**src/sswd_regs.svh**
```systemverilog
// Timing constants and encodings for the supply supervisor with watchdog.
// Assumes a 40 MHz system clock; all times are counted in clock cycles.
`ifndef SSWD_REGS_SVH
`define SSWD_REGS_SVH

// ----------------------------------------
// Clock and timing
// ----------------------------------------
`define SSWD_CLK_HZ 40000000
`define SSWD_T1_MS 50
`define SSWD_T2_MS 100
`define SSWD_T3_MS 200
`define SSWD_T4_MS 400
`define SSWD_WDOG_MS 1600
`define SSWD_MS_CYCLES (`SSWD_CLK_HZ / 1000)

// ----------------------------------------
// Timeout select encodings
// ----------------------------------------
`define SSWD_SEL_T1 2'h0
`define SSWD_SEL_T2 2'h1
`define SSWD_SEL_T3 2'h2
`define SSWD_SEL_T4 2'h3

`endif

```
**src/sswd_pkg.sv**
```systemverilog
// Types shared by the supply supervisor files.
// Assumes sswd_regs.svh supplies the numeric constants.
package sswd_pkg;
	// ----------------------------------------
	// Reset sequencing states, Gray along the usual path
	// ----------------------------------------
	typedef enum logic [1:0] {
		SSWD_ST_SUPPLY_LOW = 2'h0,
		SSWD_ST_HOLD = 2'h1,
		SSWD_ST_RUN = 2'h3,
		SSWD_ST_WDOG_PULSE = 2'h2
	} sswd_state_t;
endpackage

```
**src/sswd_supervisor.sv**
```systemverilog
// Digital control of a triple supply supervisor with watchdog and power fail.
// Assumes comparator outputs and the strobe are asynchronous; the strobe pin
// arrives with a weak keeper sense signal telling whether it is floating.
`include "sswd_regs.svh"

// What this block does
// - Any supply low asserts reset output.
// - Hold reset for timeout after recovery.
// - All supplies good; any drop restarts timeout.
// - Timeout selectable: 50, 100, 200, 400 ms.
// - No strobe transition for the 1600 ms watchdog period triggers reset.
// - Watchdog overflow pulses reset one timeout period.
// - Floating strobe services watchdog internally.
// - Power-fail output low while sense low.
// - Reset polarity and drive type configurable.
module sswd_supervisor #(
	parameter int unsigned T1_CYCLES = `SSWD_T1_MS * `SSWD_MS_CYCLES,
	parameter int unsigned T2_CYCLES = `SSWD_T2_MS * `SSWD_MS_CYCLES,
	parameter int unsigned T3_CYCLES = `SSWD_T3_MS * `SSWD_MS_CYCLES,
	parameter int unsigned T4_CYCLES = `SSWD_T4_MS * `SSWD_MS_CYCLES,
	parameter int unsigned WDOG_CYCLES = `SSWD_WDOG_MS * `SSWD_MS_CYCLES,
	parameter int CNT_W = 27
) (
	// Clock and reset
	input wire logic clock_in,
	input wire logic rst_in,
	// Supply comparators, high means below trip level
	input wire logic supply_one_low_in,
	input wire logic supply_two_low_in,
	input wire logic supply_three_low_in,
	// Power fail comparator, high means sense below 0.5 V
	input wire logic power_fail_sense_in,
	// Watchdog strobe and its floating detector
	input wire logic watchdog_strobe_in,
	input wire logic watchdog_float_in,
	// Manual reset request, active high
	input wire logic manual_reset_in,
	// Configuration straps
	input wire logic [1:0] timeout_select_in,
	input wire logic reset_active_high_in,
	input wire logic reset_open_drain_in,
	// Reset pin
	output logic sys_reset_out_low_out,
	output logic sys_reset_oe_out,
	output logic reset_asserted_out,
	// Power fail open-drain pin
	output logic power_fail_out_n_out,
	output logic power_fail_oe_out
);
	localparam logic [CNT_W-1:0] ONE = {{(CNT_W-1){1'b0}}, 1'b1};

	if (CNT_W < $clog2(T4_CYCLES + 1) || CNT_W < $clog2(WDOG_CYCLES + 1)) begin : g_cnt_w_check
		$error("sswd_supervisor: CNT_W too narrow for the timeouts");
	end
	if (T1_CYCLES < 1 || WDOG_CYCLES < 1) begin : g_min_check
		$error("sswd_supervisor: timeouts must be at least one cycle");
	end

	// ----------------------------------------
	// Input synchronisers
	// ----------------------------------------
	logic [7:0] sync_s;
	sswd_sync #(.WIDTH(8)) u_sync (
		.clock_in(clock_in),
		.rst_in(rst_in),
		.async_in({supply_one_low_in, supply_two_low_in, supply_three_low_in, power_fail_sense_in,
			watchdog_strobe_in, watchdog_float_in, manual_reset_in, 1'b0}),
		// Supplies read as low until synchronised; power fail reads as good, so no false pull
		.reset_val_in(8'he0),
		.sync_out(sync_s)
	);

	logic any_low_s;
	logic pf_low_s;
	logic strobe_s;
	logic float_s;
	logic manual_s;
	assign any_low_s = |sync_s[7:5];
	assign pf_low_s = sync_s[4];
	assign strobe_s = sync_s[3];
	assign float_s = sync_s[2];
	assign manual_s = sync_s[1];

	// ----------------------------------------
	// Timeout selection
	// ----------------------------------------
	function automatic logic [CNT_W-1:0] sel_cycles(input logic [1:0] sel);
		case (sel)
			`SSWD_SEL_T1: sel_cycles = CNT_W'(T1_CYCLES);
			`SSWD_SEL_T2: sel_cycles = CNT_W'(T2_CYCLES);
			`SSWD_SEL_T3: sel_cycles = CNT_W'(T3_CYCLES);
			default: sel_cycles = CNT_W'(T4_CYCLES);
		endcase
	endfunction

	sswd_pkg::sswd_state_t state_q;

	// Strap sampled only in RUN, so a moving pin cannot shorten a running timeout
	logic [1:0] sel_q;
	always_ff @(posedge clock_in) begin
		if (rst_in) sel_q <= `SSWD_SEL_T3;
		else if (state_q != sswd_pkg::SSWD_ST_RUN) sel_q <= sel_q;
		else sel_q <= timeout_select_in;
	end

	// ----------------------------------------
	// Watchdog
	// ----------------------------------------
	logic strobe_prev_q;
	logic [CNT_W-1:0] wd_cnt_q;
	logic wd_over_s;
	logic strobe_edge_s;

	assign strobe_edge_s = strobe_s ^ strobe_prev_q;
	assign wd_over_s = (wd_cnt_q == CNT_W'(WDOG_CYCLES) - ONE) && !strobe_edge_s && !float_s;

	always_ff @(posedge clock_in) begin
		if (rst_in) strobe_prev_q <= 1'b0;
		else strobe_prev_q <= strobe_s;
	end

	always_ff @(posedge clock_in) begin
		if (rst_in) wd_cnt_q <= '0;
		else if (state_q != sswd_pkg::SSWD_ST_RUN || manual_s || strobe_edge_s) wd_cnt_q <= '0;
		else if (float_s) wd_cnt_q <= '0;
		else if (wd_over_s) wd_cnt_q <= '0;
		else wd_cnt_q <= wd_cnt_q + ONE;
	end

	// ----------------------------------------
	// Reset sequencing
	// ----------------------------------------
	logic [CNT_W-1:0] to_cnt_q;
	logic to_done_s;
	assign to_done_s = (to_cnt_q >= sel_cycles(sel_q) - ONE);

	always_ff @(posedge clock_in) begin
		if (rst_in) state_q <= sswd_pkg::SSWD_ST_SUPPLY_LOW;
		else if (any_low_s || manual_s) state_q <= sswd_pkg::SSWD_ST_SUPPLY_LOW;
		else begin
			case (state_q)
				sswd_pkg::SSWD_ST_SUPPLY_LOW: state_q <= sswd_pkg::SSWD_ST_HOLD;
				sswd_pkg::SSWD_ST_HOLD:
					if (to_done_s) state_q <= sswd_pkg::SSWD_ST_RUN;
				sswd_pkg::SSWD_ST_RUN:
					if (wd_over_s) state_q <= sswd_pkg::SSWD_ST_WDOG_PULSE;
				sswd_pkg::SSWD_ST_WDOG_PULSE:
					if (to_done_s) state_q <= sswd_pkg::SSWD_ST_RUN;
				default: state_q <= sswd_pkg::SSWD_ST_SUPPLY_LOW;
			endcase
		end
	end

	// Counts only in the timed states; restarts on every drop
	always_ff @(posedge clock_in) begin
		if (rst_in) to_cnt_q <= '0;
		else if (state_q == sswd_pkg::SSWD_ST_SUPPLY_LOW || state_q == sswd_pkg::SSWD_ST_RUN) to_cnt_q <= '0;
		else if (to_done_s) to_cnt_q <= '0;
		else to_cnt_q <= to_cnt_q + ONE;
	end

	// ----------------------------------------
	// Output pins
	// ----------------------------------------
	logic rst_act_d;
	// One cycle ahead of state so the pin follows the state register directly
	always_comb begin
		rst_act_d = 1'b1;
		if (!(any_low_s || manual_s)) begin
			case (state_q)
				sswd_pkg::SSWD_ST_HOLD: rst_act_d = !to_done_s;
				sswd_pkg::SSWD_ST_RUN: rst_act_d = wd_over_s;
				sswd_pkg::SSWD_ST_WDOG_PULSE: rst_act_d = !to_done_s;
				default: rst_act_d = 1'b1;
			endcase
		end
	end

	always_ff @(posedge clock_in) begin
		if (rst_in) begin
			reset_asserted_out <= 1'b1;
			sys_reset_out_low_out <= 1'b0;
			sys_reset_oe_out <= 1'b1;
		end else begin
			reset_asserted_out <= rst_act_d;
			sys_reset_out_low_out <= rst_act_d ~^ reset_active_high_in;
			// Open drain only pulls toward its active level, high or low as reset_active_high_in sets
			sys_reset_oe_out <= !reset_open_drain_in || rst_act_d;
		end
	end

	// Power fail is independent of the reset sequence
	always_ff @(posedge clock_in) begin
		if (rst_in) begin
			power_fail_out_n_out <= 1'b0;
			power_fail_oe_out <= 1'b0;
		end else begin
			power_fail_out_n_out <= 1'b0;
			power_fail_oe_out <= pf_low_s;
		end
	end
endmodule // sswd_supervisor

```
**src/sswd_sync.sv**
```systemverilog
// Two-flop synchroniser for a vector of asynchronous levels.
// Assumes inputs are quasi-static levels from comparators or pins.
module sswd_sync #(
	parameter int WIDTH = 1
) (
	// Clock and reset
	input wire logic clock_in,
	input wire logic rst_in,
	// Levels
	input wire logic [WIDTH-1:0] async_in,
	input wire logic [WIDTH-1:0] reset_val_in,
	output logic [WIDTH-1:0] sync_out
);
	logic [WIDTH-1:0] meta_q;

	if (WIDTH < 1) begin : g_width_check
		$error("sswd_sync: WIDTH must be at least 1");
	end

	// Reset value must be a constant tie-off at the instance
	always_ff @(posedge clock_in) begin
		if (rst_in) begin
			meta_q <= reset_val_in;
			sync_out <= reset_val_in;
		end else begin
			meta_q <= async_in;
			sync_out <= meta_q;
		end
	end
endmodule // sswd_sync

```
**config.mk**
```make
export PLATFORM = sky130hd
export DESIGN_NAME = sswd_supervisor
export DESIGN_NICKNAME = d
export VERILOG_FILES = /design/src/sswd_pkg.sv /design/src/sswd_supervisor.sv /design/src/sswd_sync.sv
export VERILOG_INCLUDE_DIRS = /design/src
export SDC_FILE = /design/constraint.sdc
export NUM_CORES = 1
export LEC_CHECK = 0
export ABC_AREA = 1
export BUFFER_PORTS_ARGS = -buffer_cell sky130_fd_sc_hd__buf_2
export CAP_MARGIN = 20
export CORE_ASPECT_RATIO = 0.6
export CORE_UTILIZATION = 55
export DETAILED_ROUTE_END_ITERATION = 12
export GPL_TIMING_DRIVEN = 0
export PLACE_DENSITY = 0.76
export SETUP_SLACK_MARGIN = 0.05
export SLEW_MARGIN = 0
export SYNTH_ARGS = -nofsm -noshare
export SYNTH_HDL_FRONTEND = slang
export SYNTH_SLANG_ARGS = --single-unit
```
**constraint.sdc**
```tcl
create_clock -name clock_in -period 2.25 [get_ports clock_in]
set_input_delay 0.45 -clock clock_in [delete_from_list [all_inputs] [get_ports clock_in]]
set_output_delay 0.45 -clock clock_in [all_outputs]
set_load 0.01 [all_outputs]
```
==> results of run 1 <==
cells by family (layout without fill, tap and decap cells):
kind of cell,count (synthesis),after routing,synth area share
XOR/XNOR,19,19,0.0406
adder cells (fa/ha/maj),29,29,0.0886
buffers and inverters,88,133,0.0852
AO/OA/AOI/OAI,34,34,0.0452
AND/OR/NAND/NOR,312,312,0.363
flip-flops,77,77,0.376
other,1,3,0.000915
worst max path at each step:
stage              from      endpoint  slack [ns]  cells after the start
6_report       sel_q[0]    state_q[0]       -0.32                     17
5_1_grt        sel_q[0]   to_cnt_q[2]       -0.47                     17
4_1_cts        sel_q[0]  to_cnt_q[21]       -0.29                     16
3_5_place_dp   sel_q[1]  to_cnt_q[20]       -0.34                     17
3_3_place_gp   sel_q[1]  to_cnt_q[22]       -0.34                     17
2_1_floorplan  sel_q[0]  to_cnt_q[20]       0.005                     15
synthesized netlist by cell type:
master,number,share of area
nand2_1,97,0.089
nor2_1,95,0.087
dfxtp_1,77,0.38
inv_1,76,0.070
ha_1,29,0.089
nor3_1,28,0.034
nand3_1,21,0.026
a21oi_1,20,0.024
nand4_1,17,0.026
xor2_1,13,0.028
nor3b_1,9,0.016
or2_2,9,0.014
nor4_1,8,0.012
o21ai_0,7,0.0086
nand2_2,6,0.0092
nor2_2,6,0.0092
xnor2_1,6,0.013
buf_4,5,0.0092
inv_2,5,0.0046
nand3_2,4,0.0098
nor2_4,4,0.011
a21o_1,2,0.0037
clkbuf_1,2,0.0018
nand3b_1,2,0.0037
nand4_2,2,0.0061
a211oi_1,1,0.0018
a21oi_2,1,0.0021
a31oi_1,1,0.0015
conb_1,1,0.00092
nor3_2,1,0.0024
nor3b_2,1,0.0031
nor4_2,1,0.0031
o211ai_1,1,0.0018
o21ai_1,1,0.0012
or2_0,1,0.0015
power groups by stage:
stage / sequential [mW] / combinational, mW / clock, mW
after floorplan: 1.41 / 0.0268 / 0
after global placement: 1.41 / 0.0437 / 0
after detailed placement: 1.41 / 0.0447 / 0
after CTS: 1.38 / 0.0470 / 1.44
after global routing: 1.38 / 0.0552 / 1.50
final: 1.38 / 0.0492 / 1.42
routing by layer:
| layer | vias to the layer above | routed length, um |
|---|---|---|
| li1 | 1885 | - |
| met2 | 165 | 4040 |
| met5 | - | 0 |
| met1 | 1741 | 4930 |
| met3 | 16 | 959 |
| met4 | 0 | 151 |
per-stage QoR:
step / instance area (um2) / utilization / hold WS, ns / total power, mW / setup TNS [ns]
floorplan: 4150 / - / 0.388 / 1.44 / 0
global placement: 4350 / 0.628 / 0.392 / 1.45 / -8.54
detailed placement: 4350 / 0.628 / 0.393 / 1.46 / -8.40
CTS: 4840 / 0.697 / 0.278 / 2.87 / -7.74
global route: 5060 / 0.730 / 0.283 / 2.94 / -12.72
finish: 5060 / 0.730 / 0.285 / 2.85 / -7.65
worst register-to-register path, stage by stage (launching register included):
cell	delay (ns)
dfxtp_4	0.39
inv_8	0.10
ha_4	0.18
inv_1	0.06
o21ai_2	0.14
a211oi_2	0.08
ha_1	0.31
buf_4	0.12
nand3_1	0.09
nor2_2	0.19
nand2_1	0.09
nor2_2	0.14
nor2_4	0.07
buf_4	0.14
nand3_4	0.08
nand2_2	0.08
nor2_1	0.14
nor2_1	0.07
timing repair:
action / in CTS / in global routing
pin swaps: 5 / 2
gates resized for setup: 21 / 47
endpoints found under the setup margin: 30 / 50
buffers inserted: 10 / 1
gates cloned: 1 / 1
registers in the layout (all words and copies together) (netlist names):
name / flops
sel_q: 2
u_sync.meta_q: 7
sys_reset_out_low_out: 1
state_q: 2
sys_reset_oe_out: 1
to_cnt_q: 27
reset_asserted_out: 1
strobe_prev_q: 1
u_sync.sync_out: 7
wd_cnt_q: 27
power_fail_oe_out: 1
area by class of cell:
| class | count | area (um2) |
|---|---|---|
| multi-input cells | 397 | 2480 |
| fillers | 521 | 1870 |
| flip-flops and latches | 77 | 1550 |
| inverters | 81 | 317 |
| repair buffers | 29 | 243 |
| clock buffers | 9 | 225 |
| well taps | 100 | 125 |
| plain buffers | 7 | 65.1 |
| clock inverters | 7 | 62.6 |
==> results.md, run 1 <==
* Crit path cell chain: inv_8, ha_4, inv_1, o21ai_2, a211oi_2, ha_1, buf_4, nand3_1, nor2_2, nand2_1, nor2_2, nor2_4, buf_4, nand3_4, nand2_2, nor2_1, nor2_1
* Cell Area, Synth at 4100 um2
* DR vias at 3807
* RSZ-0062 raised after global routing: true
* Placed cells at 678
* Pre-antenna DRT Iters at 6
* Reg2reg start: sel_q[0]
* Tightest Pin Transition at 0.596 ns
* PwrDens at 562 nW/um2
* Post-CTS Hold Buffers at 0
* Vias in the first global route at 3265
* Worst R2R Path Depth at 17
* Largest incremental delay on the critical path at 0.39 ns
* Worst EP required at 2.48 ns
* Most frequent cells in the layout: nand2_1 (94), nor2_1 (78), dfxtp_1 (75)
* Combinational Power Share at 0.017
* Row Count at 23
* Share of layout cells above drive strength 1 at 0.219
* Register area share after synthesis at 0.376
* Crit start category: register
* DRT iter0 DRCs at 351
* Sw Ratio at 0.237
* Fin worst setup slack at -0.324 ns
* Worst hold start: supply_two_low_in
* Area grow syn2layout at 23.6%
* CTS sink count at 77
* Fin crit period at 2.57 ns
* Clk_skew at 0.00571 ns
* Pre-CTS setup slack at -0.344 ns
* Most common cell after layout, fill and taps aside: nand2_1
* M2 GR Usage at 0.404
* Root Driver: clkbuf_16
* Largest net degree at the start of global routing at 17
* Yosys reg bits at 77
* Relative slew slack at 0.600
* FF-to-FF End: state_q[0]
* Critical path class: register to register
* Fin crit share at 1.14
* Sequential Power Share at 0.485
* Worst Hold Path Cells at 2
* Global-route wire length before repair at 15800 um
* Initial antenna violation count at 0
* Syn avg cell area at 7.32 um2
* WP buf/inv at 4
* Nets at 644
* Met1 Usage GRT at 0.389
* Net Sw Power at 0.674 mW
* Hold Path End: u_sync.meta_q[6]
* Synth Instances at 560
* Setup Viol. Count Final at 30
* DRT antenna net count at 0
* IO buf count at 16
* Via/cell ratio at 5.38
* Max Cap Viol at 0
* Leak at 1.88 nW
* GRT Max-Usage Layer: met2
* Max Buffers Root-to-Sink at 2
* # IOs at 18
* Ys Warns at 0
* Die area at 7810 um2
* CP delay by family, top: simple AND/OR/NAND/NOR gates
* Chip Height at 68.9 um
* Post-synth cell types at 35
* FF-to-FF setup slack at -0.32 ns
* Htree depth at 3
* Starting Density at 0.591
* Ant. Diodes at 0
* Critical Path Fanout Max at 5
* Met3 Use GR at 0.0726
* Wirelength, routed at 10100 um
* Clk pin slew, worst setup/hold paths at 0.06 ns
* Worst Setup End Kind: register
* Core area at 6940 um2
* Run status: finished, violations left
* CTS tree: yes
* Final Hold Viols at 0
* Failing checks: setup timing
* Gr usage total at 0.276
* CTS buffer count at 9
* DRC at 0
* Max Freq at 0.388 GHz
* Die width at 113 um
* Peak supply drop at 605 uV
* Slew Limit Fails at 0
* Slowest CP cell: dfxtp_4
* Clock power frac at 0.498
* GPL Wtd Cong at 0.937
* DR WL/cell at 14.3 um
* Hold/Removal Path Class: primary input to register
* Clk Latency, worst-skew pair at 0.34 ns
* Post-detail-place hpwl at 7030 um
* Fin cells at 707
* WP data arrival at 2.81 ns
* Cell internal pwr at 2.17 mW
* GR Overflow Total at 0
Note: power is estimated with default switching activity, not from simulation.
==> run 2: changes to the inputs <==
- clock period: 2.25 -> 2.3 ns (I/O delays scaled with it)
==> results.md, run 2 (synthesized netlist as in run 1, its figures left out) <==
* Run status: finished, violations left
* Failing checks: setup timing
* Worst Setup End Kind: register
* Initial antenna violation count at 0
* Most common cell after layout, fill and taps aside: nand2_1
* Max Freq at 0.379 GHz
* DRT iter0 DRCs at 270
* GRT Max-Usage Layer: met2
* DRC at 0
* Fin util at 0.721
* Row Count at 23
* Sequential Power Share at 0.477
* Gr usage total at 0.278
* IO buf count at 16
* Die width at 113 um
* # IOs at 18
* Tightest Pin Transition at 0.536 ns
* WP data arrival at 2.89 ns
* Max Cap Viol at 0
* Share of layout cells above drive strength 1 at 0.217
* PwrDens at 567 nW/um2
* Area after DPL at 4350 um2
* Clk Latency, worst-skew pair at 0.33 ns
* Area of the multi-input gates at 2420 um2
* Critical Path Fanout Max at 5
* Setup Viol. Count Final at 30
* GR Overflow Total at 0
* Pre-antenna DRT Iters at 5
* Starting Density at 0.591
* CTS buffer count at 9
* FF-to-FF setup slack at -0.34 ns
* Max Buffers Root-to-Sink at 2
* DR WL/cell at 14.4 um
* Met3 Use GR at 0.0612
* Combinational Power Share at 0.017
* CTS tree: yes
* Chip Height at 68.9 um
* Net Sw Power at 0.592 mW
* Relative slew slack at 0.640
* Met1 Usage GRT at 0.401
* Post-detail-place hpwl at 6930 um
* Hold/Removal Path Class: primary input to register
* Top flop regs: to_cnt_q x27, wd_cnt_q x27
* Register area at 1550 um2
* Sw Ratio at 0.209
* Root Driver: clkbuf_16
* DR vias at 3757
* Clock power frac at 0.506
* Core area at 6940 um2
* M2 GR Usage at 0.415
* Worst EP required at 2.55 ns
* Slew Limit Fails at 0
* Vias in the first global route at 3406
* Wirelength, routed at 10200 um
* RSZ-0062 raised after global routing: true
* Die area at 7810 um2
* Fin crit period at 2.64 ns
* Largest net degree at the start of global routing at 14
* Leak at 1.88 nW
* Critical path class: register to register
* DRT antenna net count at 0
* Pre-CTS setup slack at -0.424 ns
* Peak supply drop at 507 uV
* Fin crit share at 1.15
* Clk_skew at 0.00855 ns
* Area grow syn2layout at 22.1%
* Clk pin slew, worst setup/hold paths at 0.06 ns
* Nets at 644
* Cell internal pwr at 2.24 mW
* Fill cells at 555
* Final Hold Viols at 0
* Fin worst setup slack at -0.338 ns
* CTS sink count at 77
* Design area at 5000 um2
* Global-route wire length before repair at 16500 um
* Most frequent cells in the layout: nand2_1 (92), nor2_1 (81), dfxtp_1 (75)
* Ant. Diodes at 0
* GPL Wtd Cong at 0.876
* Total power at 2.83 mW
* Crit start category: register
* Htree depth at 3
* Via/cell ratio at 5.31
## run 2: routing by layer
metal / routed length, um / part of all wire
met5: 0 / 0
met4: 91 / 0.0089
met3: 772 / 0.076
met2: 4340 / 0.43
met1: 5000 / 0.49
## run 2: power groups by stage
stage	sequential [mW]	clock [mW]	combinational [mW]
floorplan	1.38	0	0.0262
global placement	1.38	0	0.0435
detailed placement	1.38	0	0.0446
CTS	1.35	1.45	0.0470
global route	1.35	1.51	0.0558
finish	1.35	1.43	0.0494
## run 2: stage by stage
step / setup TNS [ns] / instances / hold slack [ns]
after detailed placement: -10.91 / 678 / 0.394
after CTS: -6.58 / 706 / 0.299
after floorplan: 0 / 562 / 0.388
after global routing: -13.11 / 707 / 0.295
final: -8.70 / 707 / 0.308
after global placement: -9.91 / 678 / 0.389
## run 2: worst paths after layout
path,from,end,depth (start not counted)
max reg2reg,sel_q[0],to_cnt_q[6],17
min reg2reg,u_sync.meta_q[2],u_sync.sync_out[2],2
max,sel_q[0],to_cnt_q[6],17
min,supply_two_low_in,u_sync.meta_q[6],2
## run 2: area by class of cell
class,instances,share of cell area
plain buffers,7,0.0130
clock buffers,11,0.0485
clock inverters,5,0.0120
inverters,81,0.0638
multi-input cells,397,0.484
flip-flops and latches,77,0.310
well taps,100,0.0250
repair buffers,29,0.0443
## run 2: what timing repair did
| action | CTS | global route |
|---|---|---|
| buffers inserted | 11 | 1 |
| resized for setup | 24 | 37 |
| endpoints found under the setup margin | 30 | 30 |
| pin swaps | 6 | 10 |
| cloned | 1 | 0 |
| hold buffers | 0 | 0 |
## run 2: worst max-delay path, stage by stage, from the launching register on
cell and delay, ns:
dfxtp_4 0.43, inv_8 0.07, ha_4 0.18, nor2_4 0.08
o21ai_2 0.06, a211oi_2 0.22, ha_1 0.27, nand2_1 0.08
nand2_2 0.05, a21oi_2 0.12, nor2_1 0.05, nor2_2 0.13
nand2_2 0.10, nor2_4 0.16, nand4_4 0.13, buf_6 0.16
buf_4 0.12, nor3_2 0.12
